### config.mk
export PLATFORM = sky130hd
export DESIGN_NAME = nv_store_recall_sequencer
export DESIGN_NICKNAME = d
export VERILOG_FILES = /design/src/sync_two_ff.v /design/src/nv_store_recall_sequencer.v
export VERILOG_INCLUDE_DIRS = /design/src
export SDC_FILE = /design/constraint.sdc
export NUM_CORES = 1
export LEC_CHECK = 0
export ABC_AREA = 1
export ABC_CLOCK_PERIOD_IN_PS = 1600
export BUFFER_PORTS_ARGS = -buffer_cell sky130_fd_sc_hd__buf_2
export CORE_ASPECT_RATIO = 1.5
export CORE_MARGIN = 2
export CORE_UTILIZATION = 40
export CTS_CLUSTER_DIAMETER = 40
export DETAILED_ROUTE_END_ITERATION = 12
export PLACE_DENSITY_LB_ADDON = 0.05
export SYNTH_ARGS = -nofsm -noshare
export SYNTH_HDL_FRONTEND = slang
export SYNTH_SLANG_ARGS = --single-unit
### constraint.sdc
create_clock -name core_clk -period 1.6 [get_ports core_clk]
set_clock_uncertainty 0.05 [all_clocks]
set_input_delay 0.24 -clock core_clk [delete_from_list [all_inputs] [get_ports core_clk]]
set_output_delay 0.24 -clock core_clk [all_outputs]
set_load 0.02 [all_outputs]
### src/nv_seq_map.vh
`ifndef NV_SEQ_MAP_VH
`define NV_SEQ_MAP_VH
// clock rate and derived timing
`define CORE_CLK_MHZ 125
`define SOFT_SEQUENCE_TIME_US 500
`define SOFT_SEQUENCE_CYCLES ((`SOFT_SEQUENCE_TIME_US * `CORE_CLK_MHZ))
`define RESTORE_DURATION_US 600
`define RESTORE_CYCLES ((`RESTORE_DURATION_US * `CORE_CLK_MHZ))
`define STORE_DURATION_US 8000
`define STORE_CYCLES ((`STORE_DURATION_US * `CORE_CLK_MHZ))
`define HW_SAVE_PULSE_MIN_NS 15
`define DELAY_TIME_NS 25
`define CORE_CLK_NS 8
`define WRITE_GRACE_CYCLES ((`DELAY_TIME_NS + `CORE_CLK_NS - 1) / `CORE_CLK_NS)
`define SOFT_CMD_DELAY_CYCLES 16
`define CNT_W 20
// sequencer states
`define ST_IDLE 3'h0
`define ST_GRACE 3'h1
`define ST_WAIT 3'h2
`define ST_STORE 3'h3
`define ST_RESTORE 3'h4
`endif

### src/sync_two_ff.v
`timescale 1ns/1ns
// two flip-flop level synchroniser
module sync_two_ff (
  input wire core_clk,
  input wire reset,
  input wire resetValue,
  input wire asyncIn,
  output reg syncOut
);
  reg firstStage;

  // first stage feeds only the second
  always @(posedge core_clk) begin
    if (reset) begin
      firstStage <= resetValue;
      syncOut <= resetValue;
    end else begin
      firstStage <= asyncIn;
      syncOut <= firstStage;
    end
  end
endmodule // sync_two_ff

### src/nv_store_recall_sequencer.v
`timescale 1ns/1ns
`include "nv_seq_map.vh"
// Behaviour
// - host reads and writes are dropped while a save or restore runs or the supply is below the trip level.
// - pin or power-fail saves are skipped when the array was not written since the last nonvolatile cycle.
// - a soft save or restore command that arrives while idle, outside the cycle the save pin falls, is acted on within 500 us while the supply stays high.
// - serial I/O stays locked after a save or restore command until the operation ends.
// - the working array is disabled for as long as the save pin is driven low from outside.
// - with no write latched and no save, the pin driver stays off and only the pull-up raises the pin.

// overview of the sequencer
// idle: host reads and writes are granted one cycle after the request
// a falling save pin or a low supply starts a save, but only if
// the working array was written since the last nonvolatile cycle
// a pin or supply save first opens a short grace window so a write in flight lands
// soft save and restore commands pass a fixed wait, then run
// serial I/O stays locked while a save or restore runs, except in the first cycle of a pin or supply save
// the save pin driver is enabled only while a save runs
// with the pin released, only the pull-up raises the pin
// the array is switched off while the pin is held low from outside
// the write latch is set by granted writes and cleared at the end
// of any nonvolatile cycle, a set in the same cycle winning
// a supply drop during the soft command wait drops the command
// serial clock spacing is the host's duty; the clock is only sampled
// every output is a flip-flop; the save pin, supply and serial clock levels pass two flip-flops
// all counts come from the map header, none is written inline
module nv_store_recall_sequencer (
  input wire core_clk,
  input wire reset,
  input wire supplyLow,
  input wire serialClk,
  input wire hwSaveBusyIn,
  input wire hostReadReq,
  input wire hostWriteReq,
  input wire softStoreCmd,
  input wire softRestoreCmd,
  output reg hwSaveBusyOut,
  output reg hwSaveBusyOe_n,
  output reg arrayEnable,
  output reg arrayRead,
  output reg arrayWrite,
  output reg ioLocked,
  output reg storeActive,
  output reg restoreActive,
  output reg writeLatched
);
  wire pinSync;
  wire supplyLowSync;
  wire sclkSync;
  reg [2:0] state;
  reg [2:0] next_state;
  reg [`CNT_W-1:0] count;
  reg pendStore;
  reg pendRestore;
  reg sclkPrev;
  reg pinPrev;
  // supply low, save or restore running: host access refused
  wire busy;
  // synchronised save pin just went low
  wire pinFall;
  // array usable: the save pin is not held low
  wire arrayOn;
  // serial I/O locked in the coming cycle
  wire ioLockNext;
  // a host write is granted in the coming cycle
  wire arrayWriteNext;

  // save pin, supply and serial clock inputs pass two flip-flops
  sync_two_ff pinSyncInst (.core_clk(core_clk), .reset(reset), .resetValue(1'b1), .asyncIn(hwSaveBusyIn),
    .syncOut(pinSync));
  sync_two_ff supplySyncInst (.core_clk(core_clk), .reset(reset), .resetValue(1'b0), .asyncIn(supplyLow),
    .syncOut(supplyLowSync));
  sync_two_ff sclkSyncInst (.core_clk(core_clk), .reset(reset), .resetValue(1'b0), .asyncIn(serialClk),
    .syncOut(sclkSync));

  // host spacing is the host's concern; serial clock edges only observed
  always @(posedge core_clk) begin
    if (reset) begin
      sclkPrev <= 1'b0;
      pinPrev <= 1'b1;
    end else begin
      sclkPrev <= sclkSync;
      pinPrev <= pinSync;
    end
  end

  assign busy = (state == `ST_STORE) || (state == `ST_RESTORE) || supplyLowSync;
  assign pinFall = pinPrev && !pinSync;

  // next state
  always @* begin
    next_state = state;
    case (state)
      // idle: wait for a save trigger or a soft command
      `ST_IDLE: begin
        if (supplyLowSync || pinFall) begin
          if (writeLatched)
            next_state = `ST_GRACE;
        end else if (softStoreCmd || softRestoreCmd) begin
          next_state = `ST_WAIT;
        end
      end
      // grace: let a write in flight finish before the save
      `ST_GRACE: begin
        if (count == `WRITE_GRACE_CYCLES - 1)
          next_state = `ST_STORE;
      end
      // wait: soft command pending, acted on well inside its limit
      `ST_WAIT: begin
        if (supplyLowSync)
          next_state = `ST_IDLE;
        else if (count == `SOFT_CMD_DELAY_CYCLES - 1) begin
          if (pendStore)
            next_state = `ST_STORE;
          else if (pendRestore)
            next_state = `ST_RESTORE;
          else
            next_state = `ST_IDLE;
        end
      end
      // store: copy to the nonvolatile cells
      `ST_STORE: begin
        if (count == `STORE_CYCLES - 1)
          next_state = `ST_IDLE;
      end
      // restore: copy back into the working array
      `ST_RESTORE: begin
        if (count == `RESTORE_CYCLES - 1)
          next_state = `ST_IDLE;
      end
      default: next_state = `ST_IDLE;
    endcase
  end

  // state, counter and pending command
  always @(posedge core_clk) begin
    if (reset) begin
      state <= `ST_IDLE;
      count <= {`CNT_W{1'b0}};
      pendStore <= 1'b0;
      pendRestore <= 1'b0;
    end else begin
      state <= next_state;
      if (next_state != state)
        count <= {`CNT_W{1'b0}};
      else
        count <= count + 1'b1;
      if (state == `ST_IDLE && next_state == `ST_WAIT) begin
        pendStore <= softStoreCmd;
        pendRestore <= !softStoreCmd && softRestoreCmd;
      end else if (next_state == `ST_IDLE) begin
        pendStore <= 1'b0;
        pendRestore <= 1'b0;
      end
    end
  end

  // write latch: set by writes, cleared when a save or restore completes; set wins
  always @(posedge core_clk) begin
    if (reset)
      writeLatched <= 1'b0;
    else if (arrayWriteNext)
      writeLatched <= 1'b1;
    else if (state == `ST_STORE && next_state == `ST_IDLE)
      writeLatched <= 1'b0;
    else if (state == `ST_RESTORE && next_state == `ST_IDLE)
      writeLatched <= 1'b0;
  end

  // array access gating; the grace state itself does not close writes, a low pin or supply does
  assign arrayOn = pinSync;
  assign ioLockNext = (state == `ST_WAIT) || (state == `ST_STORE) || (state == `ST_RESTORE);
  assign arrayWriteNext = hostWriteReq && arrayOn && !busy && !ioLockNext;

  // output notes
  // the pin output value is low outside reset; the enable decides driving
  // grants follow the request by one cycle and last as long as the request
  // store and restore flags mirror the running operation

  // registered outputs
  always @(posedge core_clk) begin
    if (reset) begin
      hwSaveBusyOut <= 1'b1;
      hwSaveBusyOe_n <= 1'b1;
      arrayEnable <= 1'b0;
      arrayRead <= 1'b0;
      arrayWrite <= 1'b0;
      ioLocked <= 1'b0;
      storeActive <= 1'b0;
      restoreActive <= 1'b0;
    end else begin
      hwSaveBusyOut <= 1'b0;
      hwSaveBusyOe_n <= !(next_state == `ST_STORE);
      arrayEnable <= arrayOn && !busy;
      arrayRead <= hostReadReq && arrayOn && !busy && !ioLockNext;
      arrayWrite <= arrayWriteNext;
      ioLocked <= ioLockNext;
      storeActive <= (next_state == `ST_STORE);
      restoreActive <= (next_state == `ST_RESTORE);
    end
  end
endmodule // nv_store_recall_sequencer

Word level (Yosys, flattened, before mapping)
Index checks and enable logic that the tools add are counted.
{"block": "classes", "n_eq_ne": 12, "reduce_logical": 28, "addsub": 1, "mux": 18}
{"op": "3-bit two-way mux", "count": 10}
{"op": "20-bit by 1-bit adder with 20-bit output (second input constant)", "count": 1}
{"op": "20-bit by 17-bit == test with 1-bit output (second input constant)", "count": 1}
{"op": "20-bit by 2-bit == test with 1-bit output (second input constant)", "count": 1}
{"op": "20-bit == test (second input constant)", "count": 1}
{"op": "20-bit by 4-bit == test with 1-bit output (second input constant)", "count": 1}
{"op": "3-bit case mux with 5 select lines", "count": 1}
{"op": "3-bit by 2-bit == test with 1-bit output (second input constant)", "count": 4}
{"op": "1-bit logical AND", "count": 12}
{"op": "1-bit two-way mux", "count": 7}
{"op": "3-bit == test (second input constant)", "count": 2}
{"op": "3-bit logical NOT", "count": 2}
{"op": "1-bit logical OR", "count": 6}
{"op": "1-bit logical NOT", "count": 5}
{"op": "3-bit by 1-bit == test with 1-bit output (second input constant)", "count": 1}
{"op": "3-bit inequality test", "count": 1}
{"op": "3-bit nonzero test", "count": 1}
{"op": "2-bit nonzero test", "count": 1}
{"op": "2-bit OR reduction", "count": 1}
{"block": "totals", "word_cells": 77, "in_bits": 9, "out_inout_bits": 9, "ff_bits": 39}

Longest topological paths before layout
Gate-level depths: netlist (run 1).
{"block": "depth", "word_depth": 10, "ltp_mapped": 14}

Cells and area by module
Synthesis (run 1) repeated with hierarchy kept, for this count alone.
{"block": "unflattened", "cells_unflattened": 259, "area_unflattened_um2": 1921.8}
{"module": "nv_store_recall_sequencer", "cells_per_inst": 243, "n_inst": 1, "area_each_um2": 1796.7}
{"module": "sync_two_ff", "cells_per_inst": 8, "n_inst": 2, "area_each_um2": 62.6}

Least setup slack after synthesis (run 1)
Ideal clock, no wire load.
{"block": "synth_timing", "path_type": "register -> register", "startpoint": "register count[0]", "endpoint": "register count[13]", "path_slack_ns": -0.179, "n_path_buf": 1, "stages_incl_launch_ff": 14, "t_arrival_ns": 1.612, "path_cell_list": "dfxtp_1 ha_1 nand3_2 nor2_2 inv_1 nor2_1 nand3_1 nand2_2 nand2_1 nand3_2 nor2_2 nand2_2 buf_6 nor2_2"}
{"block": "synth_via", "elab_chain_cells": 6}
{"element": "start, declared", "line_no": "nv_store_recall_sequencer.v:52", "text": "reg [`CNT_W-1:0] count;"}
{"element": "start signal, assigned", "line_no": "nv_store_recall_sequencer.v:139", "text": "count <= {`CNT_W{1'b0}};"}
{"element": "start signal, assigned", "line_no": "nv_store_recall_sequencer.v:145", "text": "count <= {`CNT_W{1'b0}};"}
{"element": "start signal, assigned", "line_no": "nv_store_recall_sequencer.v:147", "text": "count <= count + 1'b1;"}
{"element": "20-bit by 4-bit == test with 1-bit output", "line_no": "nv_store_recall_sequencer.v:112", "text": "else if (count == `SOFT_CMD_DELAY_CYCLES - 1) begin"}
{"element": "3-bit two-way mux", "line_no": "nv_store_recall_sequencer.v:112"}
{"element": "3-bit two-way mux", "line_no": "nv_store_recall_sequencer.v:110", "text": "if (supplyLowSync)"}
{"element": "3-bit case mux with 5 select lines", "line_no": "nv_store_recall_sequencer.v:93", "text": "case (state)"}
{"element": "3-bit inequality test", "line_no": "nv_store_recall_sequencer.v:144", "text": "if (next_state != state)"}
{"element": "2-bit OR reduction (no line)"}
Several ways; a longest one is shown, not always the timed one.
A chain may end at the register's enable or synchronous reset.

Final worst setup path (run 1)
{"block": "layout_timing", "startpoint": "register count[1]", "endpoint": "register count[12]"}
The elaborated chain is that of the path after synthesis.

==> results of run 1 <==
==> power by group <==
group	internal, uW	switching [uW]	leakage [uW]
clock network	505	360	0.0000612
logic	236	273	0.000877
registers	1010	29.7	0.000321
==> per-layer routing <==
| metal | wire [um] | vias to the layer above | global-route usage |
|---|---|---|---|
| met1 | 1868 | 881 | 0.2036 |
| met2 | 3204 | 24 | 0.3785 |
| met3 | 87 | 11 | 0.03165 |
| met5 | 0 | - | 0 |
| met4 | 155 | 0 | 0.09397 |
| li1 | - | 996 | - |
==> cell type report <==
type / instances / area [sq um] / area share
Clock buffer: 6 / 82.58 / 0.02714
Clock inverter: 2 / 35.03 / 0.01151
Inverter: 38 / 142.6 / 0.04688
Timing Repair Buffer: 82 / 621.8 / 0.2044
Sequential cell: 39 / 794.5 / 0.2611
Tap cell: 66 / 82.58 / 0.02714
Multi-Input combinational cell: 184 / 1284 / 0.4219
==> cells in the mapped netlist (3+ instances only) <==
master,number,area share
nand2_1,45,0.086
dfxtp_1,39,0.40
inv_1,38,0.072
nor2_1,35,0.067
nor2_2,27,0.086
nand3_1,14,0.036
xor2_1,13,0.058
nand4_1,8,0.025
a21oi_1,5,0.013
nor3_1,5,0.013
nand3_2,4,0.020
nor4_1,4,0.013
o21ai_0,4,0.010
xnor2_1,4,0.018
buf_6,3,0.017
nand2_2,3,0.0095
or2_2,3,0.0095
==> what timing repair did <==
item / in CTS / in global routing
gates resized for setup: 20 / 50
endpoints found under the setup margin: 27 / 27
pin swaps: 5 / 9
setup buffers: 6 / 3
cloned: 0 / 1
==> cells by family (layout without fill, tap and decap cells) <==
| family | after synthesis | count (layout) | share of synthesized area |
|---|---|---|---|
| and+or+nand+nor | 154 | 154 | 0.3944 |
| buffers and inverters | 42 | 128 | 0.09131 |
| adders and majority gates | 1 | 1 | 0.006340 |
| xor gates and xnor gates | 17 | 17 | 0.07546 |
| DFF | 39 | 39 | 0.3957 |
| AOI/OAI and AO/OA | 12 | 12 | 0.03678 |
==> worst max path at each step <==
stage                        start              endpoint
2_1_floorplan  count[0]$_SDFF_PP0_  count[16]$_SDFF_PP0_
3_3_place_gp   count[8]$_SDFF_PP0_  count[16]$_SDFF_PP0_
3_5_place_dp   count[8]$_SDFF_PP0_  count[16]$_SDFF_PP0_
4_1_cts        count[1]$_SDFF_PP0_  count[16]$_SDFF_PP0_
5_1_grt        count[1]$_SDFF_PP0_  count[16]$_SDFF_PP0_
6_report       count[1]$_SDFF_PP0_  count[12]$_SDFF_PP0_
==> stage by stage <==
stage | cell area, sq um | setup slack [ns]
after global placement | 2582 | -0.2644
after detailed placement | 2582 | -0.2787
after floorplan | 2008 | -0.1122
after CTS | 2805 | -0.2001
final | 3043 | -0.2766
after global routing | 3043 | -0.3727
==> run metrics, run 1 <==
Biggest register count; Antenna Cells 0; GR Overflow Total 0; Syn Nets 275; Yosys reg bits 39; WL final approximately 5300 um; worst hold path stage count 2; Leak ~0.0013 uW; Critical path buffers and inverters 1; fin nets 360; row count 31; Reg2Reg Depth 12; RD Place Congestion between 0.8 and 0.9; Worst R2R End count[12]$_SDFF_PP0_; worst-case headroom to the max-slew limit 0.6986; status finished, violations left; slowest CP cell dfxtp_2; Initial Util 0.4102; # hold bufs at CTS 0; drt wl/cell between 10 and 15 um; DIE AREA ~5500 sq um; CP Depth 12; Util after Layout 0.6327; layout cells sized above 1 0.5071; failing checks negative setup slack; FF-to-FF setup slack -0.28 ns; Final setup viols 27; unrepaired setup endpoints after global routing yes; syn_area_per_cell 7.446 sq um; Critical Path Source Type register; worst hold start hwSaveBusyIn; CTS Sinks 39; CTS max path bufs 2; DRT iter0 DRCs between 40 and 50; core area 4810 sq um; CP top delay family simple AND/OR/NAND/NOR gates; Hold EP pinSyncInst.firstStage$_SDFF_PP1_; Clk pin slew, worst setup/hold paths 0.08 ns; Post-synth EDFFs 0; Setup TNS Final -5.628 ns; Top FF cell, synth dfxtp_1; largest registers count (20), state (3); H-tree levels 2; Routed Antenna Nets 0; IO Pins 18; commonest non-fill, non-tap cell in the layout buf_4; Final period util 1.173; CTS Buf Count 5; CP Cell Sequence ha_4 > nand3_4 > nor2_4 > nand3_2 > a21oi_4 > nand2_2 > nand2_2 > nand3_2 > nor2_4 > nand2_4 > buf_12 > nor2_4; Placed Instances 400; Die W 61.35 um; DRC viols 0; Crit. End Element register; Seq/Total Area, Yosys 0.3957; later-pin clock latency in the skew report 0.29 ns; final hold slack 0.07740 ns; non-filler cells, final roughly 420; most frequent CP cell nor2_4; GRT Total Usage 0.2029; kind of critical path reg -> reg; largest net degree at the start of global routing 15; via count of the first global-routing pass slightly below 2000; first-pass GRT wire length 8452 um; max-cap viol count 0; Peak VDD IR about 670 uV; drt first pass iters 4; final worst path period need 1.877 ns; FF-to-FF Start count[1]$_SDFF_PP0_; Final Hold Violating Endpoints 0; CTS root buf clkbuf_8; I/O Buffers 16; Largest stage delay, worst path 0.36 ns; Post-Synthesis Cells ~270; DR vias approximately 1900; Largest register FFs 20; Filler Cells Inserted 463; WP data arrival just over 2 ns; Ys Warns 0; area grow syn2layout 54.22%; total power roughly 2400 uW; Critical Path RT 1.79 ns; Vias per Instance between 4 and 5; CTS tree done; Syn Std Cell Area between 1500 and 2000 sq um; pwr dens between 700 and 800 nW/um^2; synth unique cells 26; initial antenna violation count 0; Pins Over Slew Limit 0; FMAX about 0.53 GHz; most frequent cells in the layout buf_4, inv_1, nand2_1, dfxtp_1, nor2_4; hpwl dp around 3900 um; PnR worst setup slack -0.2766 ns; worst-margin pin slew ~0.45 ns; die height approximately 90 um; Hold WC Path Type in -> reg; async set-reset flop share out of synthesis 0; Worst Path Max Fanout 8
No activity file was read; power rests on OpenSTA's default activity.
==> run 2: changes to the inputs <==
--- a/config.mk
+++ b/config.mk
@@ -7,13 +7,14 @@
 export NUM_CORES = 1
 export LEC_CHECK = 0
 export ABC_AREA = 1
-export ABC_CLOCK_PERIOD_IN_PS = 1600
+export ABC_CLOCK_PERIOD_IN_PS = 2200
 export BUFFER_PORTS_ARGS = -buffer_cell sky130_fd_sc_hd__buf_2
 export CORE_ASPECT_RATIO = 1.5
 export CORE_MARGIN = 2
 export CORE_UTILIZATION = 40
 export CTS_CLUSTER_DIAMETER = 40
 export DETAILED_ROUTE_END_ITERATION = 12
+export HOLD_SLACK_MARGIN = 0.08
 export PLACE_DENSITY_LB_ADDON = 0.05
 export SYNTH_ARGS = -nofsm -noshare
 export SYNTH_HDL_FRONTEND = slang
==> constraint.sdc (replaced) <==
create_clock -name core_clk -period 2.2 [get_ports core_clk]
set_clock_uncertainty 0.05 [all_clocks]
set_input_delay 0.33 -clock core_clk [delete_from_list [all_inputs] [get_ports core_clk]]
set_output_delay 0.33 -clock core_clk [all_outputs]
set_load 0.02 [all_outputs]
==> run metrics, run 2 (same netlist as run 1, synthesis figures left out) <==
status finished, final reports clean (was finished, violations left); final hold slack 0.1596 ns (was 0.07740 ns); Routed Antenna Nets 0 (unchanged); Largest stage delay, worst path 0.37 ns (was 0.36 ns); post-CTS sizing 0 (was 20); Vias per Instance 4.716 (was 4.585); CTS Sinks 39 (unchanged); die height 90.02 um (unchanged); Final Hold Violating Endpoints 0 (unchanged); area post-placement 2148 sq um (was 2582 sq um); fin nets 299 (was 360); worst-margin pin slew 0.4308 ns (was 0.4480 ns); via count of the first global-routing pass 1665 (was 1964); Post-CTS Setup Inserts 0 (was 6); row count 31 (unchanged); Worst Path Max Fanout 20 (was 8); DRT iter0 DRCs 56 (was 48); Largest register FFs 20 (unchanged); largest registers count (20), state (3) (unchanged); Hold WC Path Type in -> reg (unchanged); non-filler cells, final 356 (was 417); Filler Cells Inserted 532 (was 463); worst hold start hwSaveBusyIn (unchanged); DRC viols 0 (unchanged); core area 4810 sq um (unchanged); DR vias 1679 (was 1912); largest net degree at the start of global routing 21 (was 15); GRT Total Usage 0.1754 (was 0.2029); H-tree levels 2 (unchanged); later-pin clock latency in the skew report 0.30 ns (was 0.29 ns); DIE AREA 5522 sq um (unchanged); # hold bufs at CTS 0 (unchanged); Biggest register count (unchanged); initial antenna violation count 0 (unchanged); slowest CP cell dfxtp_1 (was dfxtp_2); GR Overflow Total 0 (unchanged); Final setup viols 0 (was 27); Util after Layout 0.4755 (was 0.6327); max-cap viol count 0 (unchanged); area grow syn2layout 15.92% (was 54.22%); CP Launch Point count[1]$_SDFF_PP0_ (unchanged); IO Pins 18 (unchanged); Clk pin slew, worst setup/hold paths 0.08 ns (about the same); hpwl dp 3280 um (was 3878 um); CTS Buf Count 5 (unchanged); CTS max path bufs 2 (unchanged); kind of critical path reg -> reg (unchanged); Peak VDD IR 552.7 uV (was 667.8 uV); commonest non-fill, non-tap cell in the layout nand2_1 (was buf_4); Antenna Cells 0 (unchanged); most frequent CP cell nor2_2 (was nor2_4); Critical Path Source Type register (unchanged); worst-case headroom to the max-slew limit 0.7098 (was 0.6986); Leak 0.0009302 uW (was 0.001260 uW); CTS tree done (unchanged); first-pass GRT wire length 7217 um (was 8452 um); CTS root buf clkbuf_8 (unchanged); final worst path period need 2.031 ns (was 1.877 ns); Placed Instances 348 (was 400); layout cells sized above 1 0.2483 (was 0.5071); WL final 4241 um (was 5316 um); drt first pass iters 4 (unchanged); Critical Path RT 2.34 ns (was 1.79 ns); RD Place Congestion 0.8956 (was 0.8861); FF-to-FF Start count[1]$_SDFF_PP0_ (unchanged); post-route cell area 2287 sq um (was 3043 sq um); Die W 61.35 um (unchanged); unrepaired setup endpoints after global routing yes (unchanged); drt wl/cell 11.91 um (was 12.75 um); I/O Buffers 16 (unchanged); Pins Over Slew Limit 0 (unchanged); FMAX 0.4924 GHz (was 0.5329 GHz); pwr dens 729.8 nW/um^2 (was 793.2 nW/um^2); Final period util 0.9232 (was 1.173); CP Cell Sequence ha_1 > nand3_2 > nor2_2 > nand4_1 > nand3_1 > nand2_1 > a21oi_1 > nor2_2 > nand2_2 > buf_12 > nor2_2 (was ha_4 > nand3_4 > nor2_4 > nand3_2 > a21oi_4 > nand2_2 > nand2_2 > nand3_2 > nor2_4 > nand2_4 > buf_12 > nor2_4); WP data arrival 2.17 ns (was 2.07 ns); most frequent cells in the layout nand2_1, dfxtp_1, inv_1, nor2_1, nor2_2 (was buf_4, inv_1, nand2_1, dfxtp_1, nor2_4); Initial Util 0.4102 (unchanged); Crit. End Element register (unchanged)
[run 2: changes by cell type in the layout (fill, tap and decap cells not counted), moves of 4 or more]
cell     previous run  this run
nand3_2             8         4
dfxtp_2             5         0
nand2_2            14         3
nand2_1            32        45
nor2_2             17        28
dfxtp_1            32        39
nor2_4             24         2
nand3_1             9        14
nor2_1             23        34
buf_4              62         4
[run 2: layer usage]
metal	track usage	vias up	wire length [um]
met5	0	-	0
met1	0.1714	759	1616
met2	0.3147	34	2329
met4	0.09574	0	171
li1	-	872	-
met3	0.04317	14	123
[run 2: report_power, final]
group          total, uW  switching, uW  leakage, uW  internal (uW)
logic                199            128     0.000548           70.9
registers            751           18.6     0.000318            733
clock network        719            267    0.0000644            452
[run 2: final cells by class]
type                    count  area, sq um  area share
clock buffers               5        68.82     0.03009
clock inverters             3        67.56     0.02954
inverters                  38        142.6     0.06236
multi-input cells         184         1015      0.4437
flip-flops and latches     39        780.7      0.3414
well taps                  66        82.58     0.03611
repair buffers             21        130.1     0.05689
[run 2: path summary, 6_finish.rpt]
kind | to | slack (ns) | cells past startpoint
max | count[7]$_SDFF_PP0_ | 0.17 | 11
min | pinSyncInst.firstStage$_SDFF_PP1_ | 0.16 | 2
max reg2reg | count[7]$_SDFF_PP0_ | 0.17 | 11
min reg2reg | supplySyncInst.syncOut$_SDFF_PP0_ | 0.36 | 2
[run 2: per-stage QoR]
stage	worst slack, ns	power, uW	TNS, ns
4_1_cts	0.1530	1702	0
2_1_floorplan	0.4209	914.2	0
3_5_place_dp	0.1803	972.1	0
6_report	0.1690	1669	0
5_1_grt	-0.004848	1757	-0.01323
3_3_place_gp	0.1807	971.9	0
[run 2: worst max-delay path, delay by kind of cell, from the launching register on]
kind / cells / cell delay, ns
AND/OR/NAND/NOR: 8 / 0.91
flip-flops: 1 / 0.37
adder cells (fa/ha/maj): 1 / 0.22
AO/OA/AOI/OAI: 1 / 0.19
buffers and inverters: 1 / 0.19
